$ cat config.mk
export PLATFORM = sky130hd
export DESIGN_NAME = error_sync_barrier_logic
export DESIGN_NICKNAME = d
export VERILOG_FILES = /design/src/logic/esb_pkg.sv /design/src/logic/sticky_flag.sv /design/src/logic/error_sync_barrier_logic.sv
export SDC_FILE = /design/constraint.sdc
export NUM_CORES = 1
export LEC_CHECK = 0
export ABC_AREA = 1
export BUFFER_PORTS_ARGS = -buffer_cell sky130_fd_sc_hd__buf_2
export CORE_MARGIN = 1.5
export CORE_UTILIZATION = 48
export CTS_BUF_LIST = sky130_fd_sc_hd__clkbuf_4 sky130_fd_sc_hd__clkbuf_8
export DETAILED_ROUTE_END_ITERATION = 16
export PLACE_DENSITY = 0.85
export SLEW_MARGIN = 20
export SYNTH_ARGS = -nofsm -noshare
export SYNTH_HDL_FRONTEND = slang
export SYNTH_SLANG_ARGS = --single-unit
$ cat constraint.sdc
create_clock -name pclk -period 1.5 [get_ports pclk]
set_input_delay 0.075 -clock pclk [delete_from_list [all_inputs] [get_ports pclk]]
set_output_delay 0.075 -clock pclk [all_outputs]
set_load 0.05 [all_outputs]
$ cat src/logic/esb_pkg.sv
/*
 * Shared constants and carriers for the error synchronization barrier logic:
 * APB register offsets, field positions, reset values and the packed structs
 * that carry core events in and exception takes out.
 * Assumes a 32-bit APB with byte addresses and one register per aligned word.
 */
package esb_pkg;

    // Bus geometry, syndrome width and level count
    localparam int          ADDR_W        = 12;
    localparam int          DATA_W        = 32;
    localparam int          SYN_W         = 25;
    localparam int          LEVELS        = 4;

    // Register offsets
    localparam logic [11:0] OFF_CTRL      = 12'h000;
    localparam logic [11:0] OFF_VSYN      = 12'h004;
    localparam logic [11:0] OFF_VDEF      = 12'h008;
    localparam logic [11:0] OFF_STAT      = 12'h00C;

    // Control register fields
    localparam int          CTRL_HYP_PRESENT = 0;
    localparam int          CTRL_HYP_IS_64   = 1;
    localparam int          CTRL_ROUTE       = 2;
    localparam int          CTRL_TRAP        = 3;
    localparam int          CTRL_ROUTE_32    = 4;
    localparam int          CTRL_TRAP_32     = 5;
    localparam int          CTRL_VPEND       = 6;
    localparam int          CTRL_IBE_LO      = 7;
    localparam int          CTRL_IBE_HI      = 9;
    localparam int          CTRL_IN_PLACE    = 10;

    // Deferred syndrome and status fields
    localparam int          VDEF_VALID       = 31;
    localparam int          STAT_FLAG_LO     = 0;
    localparam int          STAT_FLAG_HI     = 3;
    localparam int          STAT_PPEND       = 8;
    localparam int          STAT_VPEND       = 9;

    // Reset values
    localparam logic [31:0] RST_WORD         = 32'h0000_0000;
    localparam logic [24:0] RST_SYN          = 25'h000_0000;
    localparam logic        RST_BIT          = 1'b0;

    typedef enum logic [1:0] {
        USER_LEVEL,
        KERNEL_LEVEL,
        HYPERVISOR_LEVEL,
        MONITOR_LEVEL
    } level_t;

    // Events from the core pipeline, same clock
    typedef struct packed {
        logic        barrier_exec;
        logic        entry;
        logic        ret;
        logic        other_exc_first;
        logic        nonsecure;
        logic        virt_masked;
        logic        phys_masked_cur;
        logic        phys_masked_tgt;
        logic        err_in;
        logic        ext_taken;
        level_t      cur_level;
        level_t      target_level;
    } core_evt_t;

    typedef struct packed {
        logic [31:0] vector_addr;
        logic [31:0] exc_addr;
        logic [31:0] ret_instr_addr;
    } core_addr_t;

    // One exception take decided by this block
    typedef struct packed {
        logic        virt_take;
        logic        phys_take;
        logic        implicit;
        level_t      level;
        logic [31:0] ret_addr;
        logic [24:0] syndrome;
    } take_t;

endpackage : esb_pkg

$ cat src/logic/sticky_flag.sv
/*
 * One sticky status bit: hardware set, clear from another source.
 * Assumes set and clear are synchronous to clk; set wins a tie.
 */
`timescale 1ns/1ps

module sticky_flag #(
    parameter logic RESET_VAL = 1'b0
) (
    // Clock and reset
    input  wire logic clk,
    input  wire logic rst_n,
    // Control
    input  wire logic set,
    input  wire logic clr,
    // State
    output logic      q
);

    logic next_q;

    assign next_q = set ? 1'b1 : (clr ? 1'b0 : q);

    always_ff @(posedge clk or negedge rst_n) begin
        if (!rst_n) begin
            q <= RESET_VAL;
        end else begin
            q <= next_q;
        end
    end

endmodule : sticky_flag

$ cat src/logic/error_sync_barrier_logic.sv
/*
 * Error synchronization barrier logic of the exception unit: explicit barrier
 * handling of a pending virtual system error, and the implicit barrier at
 * exception entry and return with its syndrome flag. Registers sit on APB:
 * control, virtual syndrome, virtual deferred syndrome and status words.
 * Assumes core events arrive as one-cycle pulses on pclk, already decoded.
 */

// Operation
// - 64-bit hypervisor, route=1, trap=0: explicit barrier also syncs virtual error.
// - 32-bit hypervisor uses its own route=1, trap=0 controls the same way.
// - Unmasked pending virtual error is taken before the barrier completes.
// - Masked pending virtual error clears the virtual pending bit.
// - Masked case copies virtual syndrome to deferred register, sets valid flag.
// - Virtual handling runs alongside, and independent of, physical handling.
// - Per-level enable bit inserts implicit barrier at entry and return.
// - Entry barrier above user level pends all earlier unrecoverable errors.
// - Entry: unmasked pending error taken first, return address is the vector.
// - Entry: masked error stays pending, neither taken nor deferred.
// - Return barrier pends all unrecoverable errors from before the return.
// - Return: unmasked taken with return instruction address; masked stays pending.
// - Implicit barrier syncs all errors, never writes deferred syndrome registers.
// - Error taken at implicit barrier sets that level's implicit flag when take-in-place is off; with it on, the flag clears.
// - Errors after the barrier are not taken there nor flagged.
// - Optionally take error in place of entry, syndrome of faulting instruction.
// - Error taken ahead of return barrier may leave the flag zero.
// - Another exception first leaves the system error pending.
// - Virtual syndrome register holds software value delivered on virtual take; a same-cycle implicit take leaves the syndrome field zero.
`timescale 1ns/1ps

module error_sync_barrier_logic #(
    parameter int SYN_WIDTH = esb_pkg::SYN_W
) (
    // Clock and reset
    input  wire logic               pclk,
    input  wire logic               presetn,

    // APB slave
    input  wire logic               psel,
    input  wire logic               penable,
    input  wire logic               pwrite,
    input  wire logic [11:0]        paddr,
    input  wire logic [31:0]        pwdata,
    output logic                    pready,
    output logic [31:0]             prdata,
    output logic                    pslverr,

    // Core events
    input  wire esb_pkg::core_evt_t evt,
    input  wire esb_pkg::core_addr_t addr,

    // Exception takes and visible state
    output esb_pkg::take_t          take,
    output logic                    phys_pending,
    output logic                    virt_system_error_interrupt_pending
);

    // Control register state
    logic                   hyp_present;
    logic                   hyp_is_64;
    logic                   hyp_route_async_abort;
    logic                   hyp_trap_general;
    logic                   hyp_route_async_abort_32;
    logic                   hyp_trap_general_32;

    // Barrier controls
    logic [3:1]             implicit_barrier_enable;
    logic                   take_in_place;

    // Syndrome storage
    logic [SYN_WIDTH-1:0]   virt_system_error_interrupt_syndrome;
    logic                   deferred_valid_flag;
    logic [SYN_WIDTH-1:0]   deferred_syn;

    // Status flags
    logic [3:0]             implicit_barrier_flag;

    // Bus phases and decode
    logic                   setup;
    logic                   wr_access;
    logic                   hit_ctrl;
    logic                   hit_vsyn;
    logic                   hit_vdef;
    logic                   hit_stat;
    logic                   hit_any;
    logic                   wr_ctrl;
    logic                   wr_vsyn;
    logic                   wr_vdef;
    logic                   wr_stat;

    // Read words
    logic [31:0]            ctrl_word;
    logic [31:0]            vdef_word;
    logic [31:0]            stat_word;
    logic [31:0]            next_rdata;

    assign setup     = psel & ~penable;
    assign wr_access = psel & penable & pready & pwrite;

    // Address decode
    assign hit_ctrl  = (paddr == esb_pkg::OFF_CTRL);
    assign hit_vsyn  = (paddr == esb_pkg::OFF_VSYN);
    assign hit_vdef  = (paddr == esb_pkg::OFF_VDEF);
    assign hit_stat  = (paddr == esb_pkg::OFF_STAT);
    assign hit_any   = hit_ctrl | hit_vsyn | hit_vdef | hit_stat;

    // Write strobes, effective in the access cycle
    assign wr_ctrl   = wr_access & hit_ctrl;
    assign wr_vsyn   = wr_access & hit_vsyn;
    assign wr_vdef   = wr_access & hit_vdef;
    assign wr_stat   = wr_access & hit_stat;

    // Read views
    always_comb begin
        ctrl_word = esb_pkg::RST_WORD;
        ctrl_word[esb_pkg::CTRL_HYP_PRESENT] = hyp_present;
        ctrl_word[esb_pkg::CTRL_HYP_IS_64]   = hyp_is_64;
        ctrl_word[esb_pkg::CTRL_ROUTE]       = hyp_route_async_abort;
        ctrl_word[esb_pkg::CTRL_TRAP]        = hyp_trap_general;
        ctrl_word[esb_pkg::CTRL_ROUTE_32]    = hyp_route_async_abort_32;
        ctrl_word[esb_pkg::CTRL_TRAP_32]     = hyp_trap_general_32;
        ctrl_word[esb_pkg::CTRL_VPEND]       = virt_system_error_interrupt_pending;
        ctrl_word[esb_pkg::CTRL_IBE_HI:esb_pkg::CTRL_IBE_LO] = implicit_barrier_enable;
        ctrl_word[esb_pkg::CTRL_IN_PLACE]    = take_in_place;
    end

    always_comb begin
        vdef_word = esb_pkg::RST_WORD;
        vdef_word[SYN_WIDTH-1:0]         = deferred_syn;
        vdef_word[esb_pkg::VDEF_VALID]   = deferred_valid_flag;
    end

    always_comb begin
        stat_word = esb_pkg::RST_WORD;
        stat_word[esb_pkg::STAT_FLAG_HI:esb_pkg::STAT_FLAG_LO] = implicit_barrier_flag;
        stat_word[esb_pkg::STAT_PPEND]   = phys_pending;
        stat_word[esb_pkg::STAT_VPEND]   = virt_system_error_interrupt_pending;
    end

    assign next_rdata = hit_ctrl ? ctrl_word :
                        hit_vsyn ? {{(32-SYN_WIDTH){1'b0}}, virt_system_error_interrupt_syndrome} :
                        hit_vdef ? vdef_word :
                        hit_stat ? stat_word : esb_pkg::RST_WORD;

    // One wait-free access phase after every setup cycle
    always_ff @(posedge pclk or negedge presetn) begin
        if (!presetn) begin
            pready  <= 1'b0;
            prdata  <= esb_pkg::RST_WORD;
            pslverr <= 1'b0;
        end else begin
            pready  <= setup;
            prdata  <= setup ? next_rdata : prdata;
            pslverr <= setup ? ~hit_any : 1'b0;
        end
    end

    // Virtual synchronization on an explicit barrier
    logic                   virt_route;
    logic                   virt_trap;
    logic                   low_level;
    logic                   virt_sync_ok;
    logic                   barrier_virt;
    logic                   virt_take_now;
    logic                   virt_defer_now;
    logic                   virt_clr;

    assign virt_route   = hyp_is_64 ? hyp_route_async_abort : hyp_route_async_abort_32;
    assign virt_trap    = hyp_is_64 ? hyp_trap_general : hyp_trap_general_32;
    assign low_level    = (evt.cur_level == esb_pkg::USER_LEVEL)
                        | (evt.cur_level == esb_pkg::KERNEL_LEVEL);
    assign virt_sync_ok = hyp_present & evt.nonsecure & low_level
                        & virt_route & ~virt_trap;
    // Depends on no physical-error signal, so both paths act in one cycle
    assign barrier_virt   = evt.barrier_exec & virt_sync_ok & virt_system_error_interrupt_pending;
    assign virt_take_now  = barrier_virt & ~evt.virt_masked;
    assign virt_defer_now = barrier_virt & evt.virt_masked;

    // Either outcome consumes the pending bit
    assign virt_clr       = virt_take_now | virt_defer_now;

    // Implicit barrier at entry and return
    logic                   entry_en;
    logic                   ret_en;
    logic                   pend_now;
    logic                   entry_take;
    logic                   ret_take;
    logic                   impl_take;
    logic                   impl_flag;
    esb_pkg::level_t        impl_level;
    logic [31:0]            impl_addr;
    logic [3:0]             ibe_by_level;
    logic                   phys_set;
    logic                   phys_clr;
    logic [3:0]             flag_set;
    logic [3:0]             flag_clr;

    // User level has no enable bit; its slot reads as zero
    assign ibe_by_level = {implicit_barrier_enable, 1'b0};
    assign entry_en   = evt.entry & (evt.target_level != esb_pkg::USER_LEVEL)
                      & ibe_by_level[evt.target_level];
    assign ret_en     = evt.ret & (evt.cur_level != esb_pkg::USER_LEVEL)
                      & ibe_by_level[evt.cur_level];

    // Errors arriving in the barrier cycle count as earlier ones
    assign pend_now   = phys_pending | evt.err_in;
    assign entry_take = entry_en & pend_now & ~evt.phys_masked_tgt
                      & ~evt.other_exc_first;
    assign ret_take   = ~entry_en & ret_en & pend_now & ~evt.phys_masked_cur
                      & ~evt.other_exc_first;
    assign impl_take  = entry_take | ret_take;
    assign impl_level = entry_take ? evt.target_level : evt.cur_level;
    assign impl_flag  = ~take_in_place;
    assign impl_addr  = ret_take      ? addr.ret_instr_addr :
                        take_in_place ? addr.exc_addr : addr.vector_addr;

    // Physical pending: new errors after a barrier wait for the normal path
    assign phys_set = evt.err_in & ~impl_take;
    assign phys_clr = impl_take | evt.ext_taken;

    sticky_flag #(
        .RESET_VAL (esb_pkg::RST_BIT)
    ) u_phys_pending (
        .clk   (pclk),
        .rst_n (presetn),
        .set   (phys_set),
        .clr   (phys_clr),
        .q     (phys_pending)
    );

    // Per-level implicit flag of the exception syndrome
    for (genvar lv = 0; lv < esb_pkg::LEVELS; lv++) begin : g_flag
        assign flag_set[lv] = impl_take & impl_flag & (impl_level == lv);
        // Written one clears; an implicit take without the flag clears too
        assign flag_clr[lv] = (impl_take & ~impl_flag & (impl_level == lv))
                            | (wr_stat & pwdata[esb_pkg::STAT_FLAG_LO + lv]);

        sticky_flag #(
            .RESET_VAL (esb_pkg::RST_BIT)
        ) u_flag (
            .clk   (pclk),
            .rst_n (presetn),
            .set   (flag_set[lv]),
            .clr   (flag_clr[lv]),
            .q     (implicit_barrier_flag[lv])
        );
    end

    // Take outputs
    esb_pkg::take_t         next_take;

    // Implicit take wins the shared fields
    always_comb begin
        next_take           = '0;
        next_take.virt_take = virt_take_now;
        next_take.phys_take = impl_take;
        if (impl_take) begin
            next_take.implicit = impl_flag;
            next_take.level    = impl_level;
            next_take.ret_addr = impl_addr;
        end else if (virt_take_now) begin
            next_take.level    = esb_pkg::KERNEL_LEVEL;
            next_take.ret_addr = addr.ret_instr_addr;
            next_take.syndrome = virt_system_error_interrupt_syndrome;
        end
    end

    always_ff @(posedge pclk or negedge presetn) begin
        if (!presetn) begin
            take <= '0;
        end else begin
            take <= next_take;
        end
    end

    // Hypervisor routing controls
    always_ff @(posedge pclk or negedge presetn) begin
        if (!presetn) begin
            hyp_present              <= esb_pkg::RST_BIT;
            hyp_is_64                <= esb_pkg::RST_BIT;
            hyp_route_async_abort    <= esb_pkg::RST_BIT;
            hyp_trap_general         <= esb_pkg::RST_BIT;
            hyp_route_async_abort_32 <= esb_pkg::RST_BIT;
            hyp_trap_general_32      <= esb_pkg::RST_BIT;
        end else if (wr_ctrl) begin
            hyp_present              <= pwdata[esb_pkg::CTRL_HYP_PRESENT];
            hyp_is_64                <= pwdata[esb_pkg::CTRL_HYP_IS_64];
            hyp_route_async_abort    <= pwdata[esb_pkg::CTRL_ROUTE];
            hyp_trap_general         <= pwdata[esb_pkg::CTRL_TRAP];
            hyp_route_async_abort_32 <= pwdata[esb_pkg::CTRL_ROUTE_32];
            hyp_trap_general_32      <= pwdata[esb_pkg::CTRL_TRAP_32];
        end
    end

    // Implicit barrier controls
    always_ff @(posedge pclk or negedge presetn) begin
        if (!presetn) begin
            implicit_barrier_enable  <= '0;
            take_in_place            <= esb_pkg::RST_BIT;
        end else if (wr_ctrl) begin
            implicit_barrier_enable  <= pwdata[esb_pkg::CTRL_IBE_HI:esb_pkg::CTRL_IBE_LO];
            take_in_place            <= pwdata[esb_pkg::CTRL_IN_PLACE];
        end
    end

    // Virtual pending: a control write beats the hardware clear
    logic                   next_vpend;

    assign next_vpend = wr_ctrl ? pwdata[esb_pkg::CTRL_VPEND] :
                        virt_clr ? 1'b0 :
                        virt_system_error_interrupt_pending;

    always_ff @(posedge pclk or negedge presetn) begin
        if (!presetn) begin
            virt_system_error_interrupt_pending <= esb_pkg::RST_BIT;
        end else begin
            virt_system_error_interrupt_pending <= next_vpend;
        end
    end

    // Software syndrome for the next virtual take
    always_ff @(posedge pclk or negedge presetn) begin
        if (!presetn) begin
            virt_system_error_interrupt_syndrome <= esb_pkg::RST_SYN[SYN_WIDTH-1:0];
        end else if (wr_vsyn) begin
            virt_system_error_interrupt_syndrome <= pwdata[SYN_WIDTH-1:0];
        end
    end

    // Deferred syndrome: the explicit virtual path or an APB write loads it; the virtual path wins
    always_ff @(posedge pclk or negedge presetn) begin
        if (!presetn) begin
            deferred_valid_flag <= esb_pkg::RST_BIT;
            deferred_syn        <= esb_pkg::RST_SYN[SYN_WIDTH-1:0];
        end else if (virt_defer_now) begin
            deferred_valid_flag <= 1'b1;
            deferred_syn        <= virt_system_error_interrupt_syndrome;
        end else if (wr_vdef) begin
            deferred_valid_flag <= pwdata[esb_pkg::VDEF_VALID];
            deferred_syn        <= pwdata[SYN_WIDTH-1:0];
        end
    end

endmodule : error_sync_barrier_logic

* After elaboration in Yosys (flattened, before gate mapping)
Cells that the tools add are included. W data, S select, Z words.
Word-level totals: bits in registers 163, latch bits 0, RAM bits 0, bits in read-only memories 0, input bits 159, output and inout port bits 98, logic and storage cells 145, memories 0
Cells by class: $add $sub $neg 0, multiply operators 0, divide/modulo/power cells 0, magnitude comparators 2, eq/ne operators 7, shift-type cells 0, multiplexer cells 34, bitwise gates (word level) 64, reductions and logical operators 12
Operators with widths (number):
- $mux W32 | 5
- $mux W25 | 3
- $mux W58 | 1
- $and A1 B1 Y1 | 42
- $mux W34 | 1
- $eq A12 B4 Y1 const B | 2
- $mux W1 | 20
- $reduce_bool A2 Y1 | 9
- $eq A12 B3 Y1 const B | 1
- $logic_not A12 Y1 | 1
- $or A1 B1 Y1 | 12
- $mux W10 | 1
- $not A1 Y1 | 10
- $lt A2 B3 Y1 const B | 2
- $bmux W1 S2 | 2
- $eq A2 B1 Y1 const B | 2
- $eq A2 B2 Y1 const B | 2
- $logic_not A2 Y1 | 2
- $mux W2 | 1

* Logic depth before layout (Yosys ltp)
Gate-level depths: netlist of run 1.
word-level depth 14, gate-level depth with buffers 11

* Modules after synthesis
A second synthesis of run 1 with hierarchy kept.
Second synthesis, totals: cell total of the unflattened synthesis 1025, area total of the unflattened synthesis 7943.9 um^2
By module, submodules not included:
- error_sync_barrier_logic | instances 1, cells each 1000, area each 7743.7 um^2
- sticky_flag | instances 5, cells each 5, area each 40.0 um^2

* Worst setup path before layout of run 1
No wires, ideal clock.
path kind flip-flop to flip-flop, start register u_phys_pending.q, end register take[10] in the netlist's numbering, setup time 0.117 ns, arrival 1.684 ns, data required time 1.383 ns, setup slack -0.301 ns, cell stages (with the launch flop) 11, path buffers 1, period minus slack after synthesis 1.801 ns, path through dfrtp_1 nor2_1 nor2_1 nand3_1 nor2_2 nand2_2 nand2_2 inv_4 nand2_2 buf_4 nor2_1
RTL lines:
- start: declaration | line sticky_flag.sv:17 | output logic q
- start signal: assignment | line sticky_flag.sv:28 | q <= next_q;
- end signal: assignment | line error_sync_barrier_logic.sv:272 | take <= next_take;
- end: declaration | line error_sync_barrier_logic.sv:53 | output esb_pkg::take_t take,

* Worst setup path after layout of run 1
start register hyp_is_64, end register deferred_syn[10]
On the way: longest elaborated chain between the ends 7, elaborated cells between the ends (all ways) 10, classes of those cells 3 x mux; 6 x bitwise; 1 x reduce/logical
RTL lines:
- start: declaration | line error_sync_barrier_logic.sv:60 | logic hyp_is_64;
- start signal: assignment | line error_sync_barrier_logic.sv:280 | hyp_is_64 <= esb_pkg::RST_BIT;
- start signal: assignment | line error_sync_barrier_logic.sv:287 | hyp_is_64 <= pwdata[esb_pkg::CTRL_HYP_IS_64];
- $mux W1, on equally long branches | line error_sync_barrier_logic.sv:168, error_sync_barrier_logic.sv:169
- $and A1 B1 Y1 or $not A1 Y1 (tied branches) | line error_sync_barrier_logic.sv:173 | & virt_route & ~virt_trap;
- $and A1 B1 Y1 * | line error_sync_barrier_logic.sv:173
- $and A1 B1 Y1 * (2 in series) | line error_sync_barrier_logic.sv:175 | assign barrier_virt = evt.barrier_exec & virt_sync_ok & virt_system_error_interrupt_pending;
- $and A1 B1 Y1 * | line error_sync_barrier_logic.sv:177 | assign virt_defer_now = barrier_virt & evt.virt_masked;
- $mux W25 or $reduce_bool A2 Y1 (tied branches)
- end signal: assignment | line error_sync_barrier_logic.sv:334 | deferred_syn <= esb_pkg::RST_SYN[SYN_WIDTH-1:0];
- end signal: assignment | line error_sync_barrier_logic.sv:337 | deferred_syn <= virt_system_error_interrupt_syndrome;
- end signal: assignment | line error_sync_barrier_logic.sv:340 | deferred_syn <= pwdata[SYN_WIDTH-1:0];
- end: declaration | line error_sync_barrier_logic.sv:73 | logic [SYN_WIDTH-1:0] deferred_syn;
Every way passes the cells marked *; elsewhere a longest branch is shown, timed or not. A chain may end at the register's enable or synchronous reset.

==> metrics.txt, run 1 <==
adder and majority gate portion of the synthesized area=0%; source of the worst register-to-register timing path=hyp_is_64; number of nets with antenna violations after routing=0; main combinational cell family by area after synthesis=simple AND/OR/NAND/NOR gates; max-cap check violation count=0; startpoint of the lowest-slack hold path=evt[4]; post-detailed-route via-to-cell ratio=approximately 5.6; Min Clock Period, post-route=1.711 ns; slew margin rel.=between 60% and 70%; run status=finished with violations; cells taking the most area after synthesis=dfrtp_1 50%, nand2_1 19%, nand3_1 8.4%, inv_1 4.2%, o21ai_0 3.7%; buffers added on ports=244; IR Drop Worst-Case VDD=about 0.53 mV; die outline height=130.5 um; Max H-tree Level=4; leakage power summed over all cells=between 6 and 7 nW; crit path capture type=flop; fraction of synthesized cell area in xor and xnor cells=0%; capture instance of the worst register-to-register path=deferred_syn[10]; worst hold stages=4; violations in the final reports=negative hold slack, negative setup slack; grt total ovfl=0; Layout area overhead=50.14%; fraction of the core area covered by cells at the end of the flow=73.77%; core region area=15890 um^2; number of instances in the synthesized netlist=1044; clock input transition at the sequential cells of the worst setup and hold paths=0.09 ns; sort of element at the start of the critical path=flop; flip-flop and latch count after synthesis=157; hpwl dp=~17000 um; share of layout cells above drive strength 1=32.20%; effective utilization at floorplan=49.13%; via count of the first global-routing pass=8604; Routability Congestion=0.9421; maximum single-stage delay on the critical path=0.42 ns; Pins Over Slew Limit=0; DR WL/cell=18.08 um; type of the worst min-delay path=input port to flop; multiplexer share of the synthesized area=less than 1%; unrepaired setup endpoints after global routing=true; post-synthesis compound-gate area fraction=7.326%; Starting DRT DRC Count=1146; sink count of the clock tree=157; distinct cell type count of the synthesized netlist=31; cell area after technology mapping=~7800 um^2; final cell count without fillers=1658; global routing usage summed across all routing layers=31.88%; later-pin clock latency in the skew report=0.46 ns; std cell rows=46; CTS tree=yes; achievable frequency=0.5845 GHz; Worst Clk Skew=about 0.013 ns; final-layout fill cell count=around 1000; Pre-Repair DR Iteration Count=8; share of synthesized cell area in and, or, nand and nor gates=33.57%; peak fanout along the critical path=7; critical path data required time=1.88 ns; Num CTS Buffers=17; fraction of the cycle the final worst path needs=114.1%; endpoints failing setup=85; destination of the worst hold path=u_phys_pending.q; total via count after detailed routing=9312; number of endpoints with negative hold slack in the final report=1; # IOs=257; share of Yosys cell area claimed by the top area cell type=50.34%; die area=17030 um^2; die extent in x=130.5 um; number of nets at the end of the flow=1587; placed instance count=1508; first-pass GRT wire length=41900 um; library cell used as clock root buffer=clkbuf_8; Power Density=722.2 nW/um^2; yosys warns=0; worst slew pin tran=approximately 0.51 ns; Clock Tree Buf Depth=2; worst hold slack across all endpoints=-0.03623 ns; critical path, cell by cell=inv_2 > buf_4 > a21oi_2 > nor3_4 > nand2_4 > nand2_8 > clkbuf_16 > nand3_2 > o21ai_1; register-to-register path setup slack=-0.21 ns; register area share after synthesis=50.34%; post-route setup slack=-0.2110 ns; standard cell with the maximum stage delay on the critical path=dfrtp_1; critical setup path kind=flop to flop; count of cells along the worst register-to-register path=9; per-instance average area after synthesis=7.476 um^2; largest net degree at the start of global routing=52; number of remaining DRC errors=0; largest area contributor in the synthesized netlist=dfrtp_1; Total Power=8.463 mW; Worst EP arrival=between 2 and 2.5 ns; initial antenna violation count=1; WL final=approximately 30000 um
[layout make-up]
class	instances	area, um^2	share of cell area (%)
Sequential cell	157	3933	33.56
Multi-Input combinational cell	739	3637	31.04
Timing Repair Buffer	422	3126	26.67
Inverter	91	349.1	2.979
Tap cell	216	270.3	2.306
Clock buffer	17	234.0	1.997
Clock inverter	15	167.7	1.431
Antenna cell	1	2.502	0.02135
[flip-flops by register name (all words and copies together) (netlist names)]
name,count
deferred_syn,25
deferred_valid_flag,1
g_flag.u_flag.q,4
hyp_is_64,1
hyp_present,1
hyp_route_async_abort,1
hyp_route_async_abort_32,1
hyp_trap_general,1
hyp_trap_general_32,1
implicit_barrier_enable,3
prdata,26
pready,1
pslverr,1
take,62
take_in_place,1
u_phys_pending.q,1
virt_system_error_interrupt_pending,1
virt_system_error_interrupt_syndrome,25
[worst max-delay path by stage]
stage / endpoint / start / slack (ns)
final: deferred_syn[10] / hyp_is_64 / -0.21
after global routing: take[12] / hyp_is_64 / -0.26
after CTS: deferred_syn[8] / hyp_present / -0.03
after detailed placement: deferred_syn[21] / hyp_present / -0.16
after global placement: take[42] / hyp_is_64 / -0.05
after floorplan: take[25] / u_phys_pending.q / -0.09
[synth_stat cells]
library cell,n
nor2_2,4
nor3_2,1
buf_1,3
inv_2,2
nor3_1,12
nand2_2,8
buf_4,14
clkbuf_1,27
nand2_1,403
o21ai_1,14
nor4_2,1
a21oi_2,1
dfrtp_1,157
o21ai_0,57
a21oi_1,11
nand3_1,131
nand3_2,2
inv_4,1
a22o_1,2
clkinv_1,1
inv_1,87
buf_2,15
nor3_4,1
o22ai_1,12
nor2_1,59
nor2_4,1
mux2i_1,1
buf_6,3
conb_1,1
o211ai_1,8
nand4_1,4
[stage by stage]
step | cell area [um^2] | worst slack, ns | setup TNS [ns]
after floorplan | 7916 | -0.08932 | -5.010
after global placement | 9638 | -0.04746 | -0.6177
after detailed placement | 9638 | -0.1556 | -7.417
after CTS | 11160 | -0.03084 | -0.1495
after global routing | 11720 | -0.2555 | -16.99
final | 11720 | -0.2110 | -12.62
[where the power goes]
part           total (mW)  internal (mW)  switching [mW]
registers            4.29           4.27          0.0207
clock network        3.11           1.26            1.85
logic                1.06          0.453           0.611
[layer usage]
layer / vias up / global-route usage, % / routed length (um)
met2: 810 / 51.98 / 14210
met1: 4220 / 39.18 / 10620
li1: 4069 / - / -
met4: 0 / 16.55 / 1835
met3: 213 / 8.347 / 3307
met5: - / 0 / 0
[logic make-up (layout without fill, tap and decap cells)]
family	count (synthesis)	count (layout)
and+or+nand+nor	627	627
DFF	157	157
buffers and inverters	153	545
AOI/OAI and AO/OA	105	105
other	1	7
muxes	1	1
[critical path, delay by kind of cell (launching register included)]
family	cells	cell delay (ns)
AOI/OAI and AO/OA	2	0.15
buffers and inverters	3	0.40
DFF	1	0.42
and+or+nand+nor	4	0.64
[cell usage in the layout, fill, tap and decap left out, types with 17 or more instances in the layout]
master | Yosys | final
nand2_2 | 8 | 19
o21ai_1 | 14 | 22
nor2_1 | 59 | 43
nand3_1 | 131 | 99
nand2_1 | 403 | 385
inv_1 | 87 | 84
dlygate4sd3_1 | 0 | 94
nand3_2 | 2 | 30
buf_4 | 14 | 55
clkbuf_8 | 0 | 17
buf_2 | 15 | 243
dfrtp_1 | 157 | 154
o21ai_0 | 57 | 41
[what timing repair did]
item	CTS	global route
gates cloned	2	6
hold buffers	95	0
buffers inserted	3	12
hold endpoints to repair	223	0
resized for setup	25	91
pin swaps	2	31
setup endpoints to repair	84	108
No activity file was read; power rests on OpenSTA's default activity.
==> run 2: changes to the inputs <==
SKIP_CTS_REPAIR_TIMING = 1   (was default)
==> run 2 against run 1 <==
The run still ends with negative hold slack, negative setup slack left. Largest power group unchanged. Total power is 1.4% lower. Non-clock buffer count decreased by 33. Critical path depth unchanged. Critical path type unchanged. Count of clock-buffer cells in the layout stayed put. Clock power hardly changed. Routed wire length fell by 8.4%. First-iteration DRC count down 28%. Combinational power shrank 9%. Fmax up 0.16%. Sequential power is essentially flat. Cell count fell by 2.0%.
==> metrics.txt, run 2 (synthesis results as in run 1) <==
worst slew pin tran=0.5100 ns (-0.0001782 ns); maximum single-stage delay on the critical path=0.38 ns (-0.04 ns); initial antenna violation count=0 (-1); later-pin clock latency in the skew report=0.46 ns (about the same); Power Density=737.5 nW/um^2 (+2.1%); die outline height=130.5 um (unchanged); crit path capture type=flop; Setup Total Neg Slack=-9.746 ns (+2.876 ns); DR WL/cell=16.90 um (-6.5%); endpoints failing setup=84 (-1.2%); grt total ovfl=0 (unchanged); GR Util met1=33.65% (-5.5 points); post-route setup slack=-0.2082 ns (+0.002738 ns); via count of the first global-routing pass=7359 (-14%); Switching Share=29.10% (-0.27 points); final-layout fill cell count=1095 (+9.3%); Num CTS Buffers=17 (unchanged); post-detailed-route via-to-cell ratio=5.429 (-3.3%); switching power=2.429 mW (-2.3%); largest net degree at the start of global routing=52 (unchanged); type of the worst min-delay path=input port to flop; met2 GRT Util=44.95% (-7.0 points); most common cell after layout, fill and taps aside=nand2_1; critical setup path kind=flop to flop; global routing usage summed across all routing layers=26.92% (-5.0 points); Crit path buffers/inverters=1 (-2); CTS tree=yes; share of layout cells above drive strength 1=30.82% (-1.4 points); peak fanout along the critical path=7 (unchanged); most used routing layer in global routing=met2; Layout area overhead=45.05%; Pre-Repair DR Iteration Count=5 (-3); Worst Clk Skew=0.01326 ns (+0.0001884 ns); source of the worst register-to-register timing path=hyp_present; die extent in x=130.5 um (unchanged); fraction of the cycle the final worst path needs=113.9% (-0.18 points); Starting DRT DRC Count=828 (-28%); GRT met3 Usage=6.840% (-1.5 points); slew margin rel.=66.00% (about the same); internal power component=5.919 mW (-0.98%); max FFs per register=62 (unchanged); buffers added on ports=244 (unchanged); Routability Congestion=0.9421 (unchanged); hpwl dp=17340 um (unchanged); standard cell with the maximum stage delay on the critical path=dfrtp_1; commonest non-fill, non-tap cells in the layout=395 x nand2_1, 243 x buf_2, 154 x dfrtp_1, 107 x nand3_1, 84 x inv_1; number of remaining DRC errors=0 (unchanged); Clock Tree Buf Depth=2 (unchanged); critical path, cell by cell=nand2_2 > nor2_4 > nand3_4 > nor3_4 > nand2_4 > nand2_8 > clkbuf_16 > nand3_1 > o21ai_0; relative contribution of the clock network to total power=37.1% (+0.3 points); achievable frequency=0.5854 GHz (+0.16%); startpoint of the lowest-slack hold path=addr[79]; effective utilization at floorplan=49.13% (unchanged); violations in the final reports=negative hold slack, negative setup slack; run status=finished with violations; unrepaired setup endpoints after global routing=true; critical path data required time=1.87 ns (about the same); Top reg by flops=take; sink count of the clock tree=157 (unchanged); number of endpoints with negative hold slack in the final report=4 (+3); # IOs=257 (unchanged); worst hold slack across all endpoints=-0.01169 ns (+0.02454 ns); Top Registers=take: 62 flops, prdata: 26 flops; fraction of power consumed by combinational cells=11.6% (-1.0 points); core region area=15890 um^2 (unchanged); first-pass GRT wire length=35660 um (-15%); launching element of the worst setup path=hyp_present; clock input transition at the sequential cells of the worst setup and hold paths=0.09 ns (about the same); std cell rows=46 (unchanged); cell family with the largest share of critical-path delay=simple AND/OR/NAND/NOR gates; Worst EP arrival=2.08 ns (about the same); number of nets with antenna violations after routing=0 (unchanged); leakage power summed over all cells=6.251 nW (-1.9%); Min Clock Period, post-route=1.708 ns (-0.002738 ns); sequential group share of total power=51.3% (+0.7 points); register-to-register path setup slack=-0.21 ns (about the same); total via count after detailed routing=8822 (-5.3%); WL final=27460 um (-8.4%); max-cap check violation count=0 (unchanged); die area=17030 um^2 (unchanged); Max H-tree Level=4 (unchanged); sort of element at the start of the critical path=flop; IR Drop Worst-Case VDD=0.5114 mV (-2.7%); number of nets at the end of the flow=1554 (-2.1%); Pins Over Slew Limit=0 (unchanged); library cell used as clock root buffer=clkbuf_8
run 2: worst min-delay path: stages:
cell     delay, ns
buf_2         0.07
nand2_1       0.04
nand2_1       0.05
nand2_1       0.04
nand2_1       0.05
nand2_1       0.04
nand2_1       0.05
run 2: power by group through the flow:
| stage | Sequential [mW] | Combinational (mW) | Clock (mW) |
|---|---|---|---|
| floorplan | 4.43 | 0.282 | 0 |
| global placement | 4.37 | 0.757 | 0 |
| detailed placement | 4.37 | 0.770 | 0 |
| CTS | 4.29 | 0.772 | 3.11 |
| global route | 4.29 | 1.05 | 3.33 |
| finish | 4.29 | 0.965 | 3.10 |
run 2: per-stage QoR:
step                      area [um^2]  setup slack (ns)  total power, mW  util [%]  cells
after floorplan                  7916          -0.08932            4.713         -   1049
after global placement           9638          -0.04746            5.125     60.67   1508
after detailed placement         9638           -0.1556            5.140     60.67   1508
after CTS                       10040           -0.1730            8.171     63.20   1540
after global routing            11320           -0.3388            8.664     71.25   1624
final                           11320           -0.2082            8.349     71.27   1625
run 2: layout make-up:
| cell class | instances | area [um^2] | share of cell area [%] |
|---|---|---|---|
| sequential | 157 | 3933 | 34.74 |
| multi-input combinational | 739 | 3520 | 31.09 |
| timing repair buffer | 389 | 2845 | 25.13 |
| inverter | 91 | 349.1 | 3.084 |
| tap | 216 | 270.3 | 2.387 |
| clock buffer | 17 | 234.0 | 2.067 |
| clock inverter | 15 | 167.7 | 1.481 |
| antenna | 1 | 2.502 | 0.02210 |
run 2: routing by layer:
metal	vias to the layer above	routed length, um	share of wire [%]
li1	4006	-	-
met1	4032	9940	36
met2	659	13540	49
met3	125	2900	11
met4	0	1082	3.9
met5	-	0	0
run 2: final timing paths:
check / endpoint / depth (start not counted)
setup / recovery: deferred_syn[24] / 9
hold / removal: take[40] / 7
setup reg to reg: deferred_syn[24] / 9
hold reg to reg: prdata[5] / 2
max in group asynchronous: take_in_place / 3
min in group asynchronous: virt_system_error_interrupt_syndrome[14] / 2
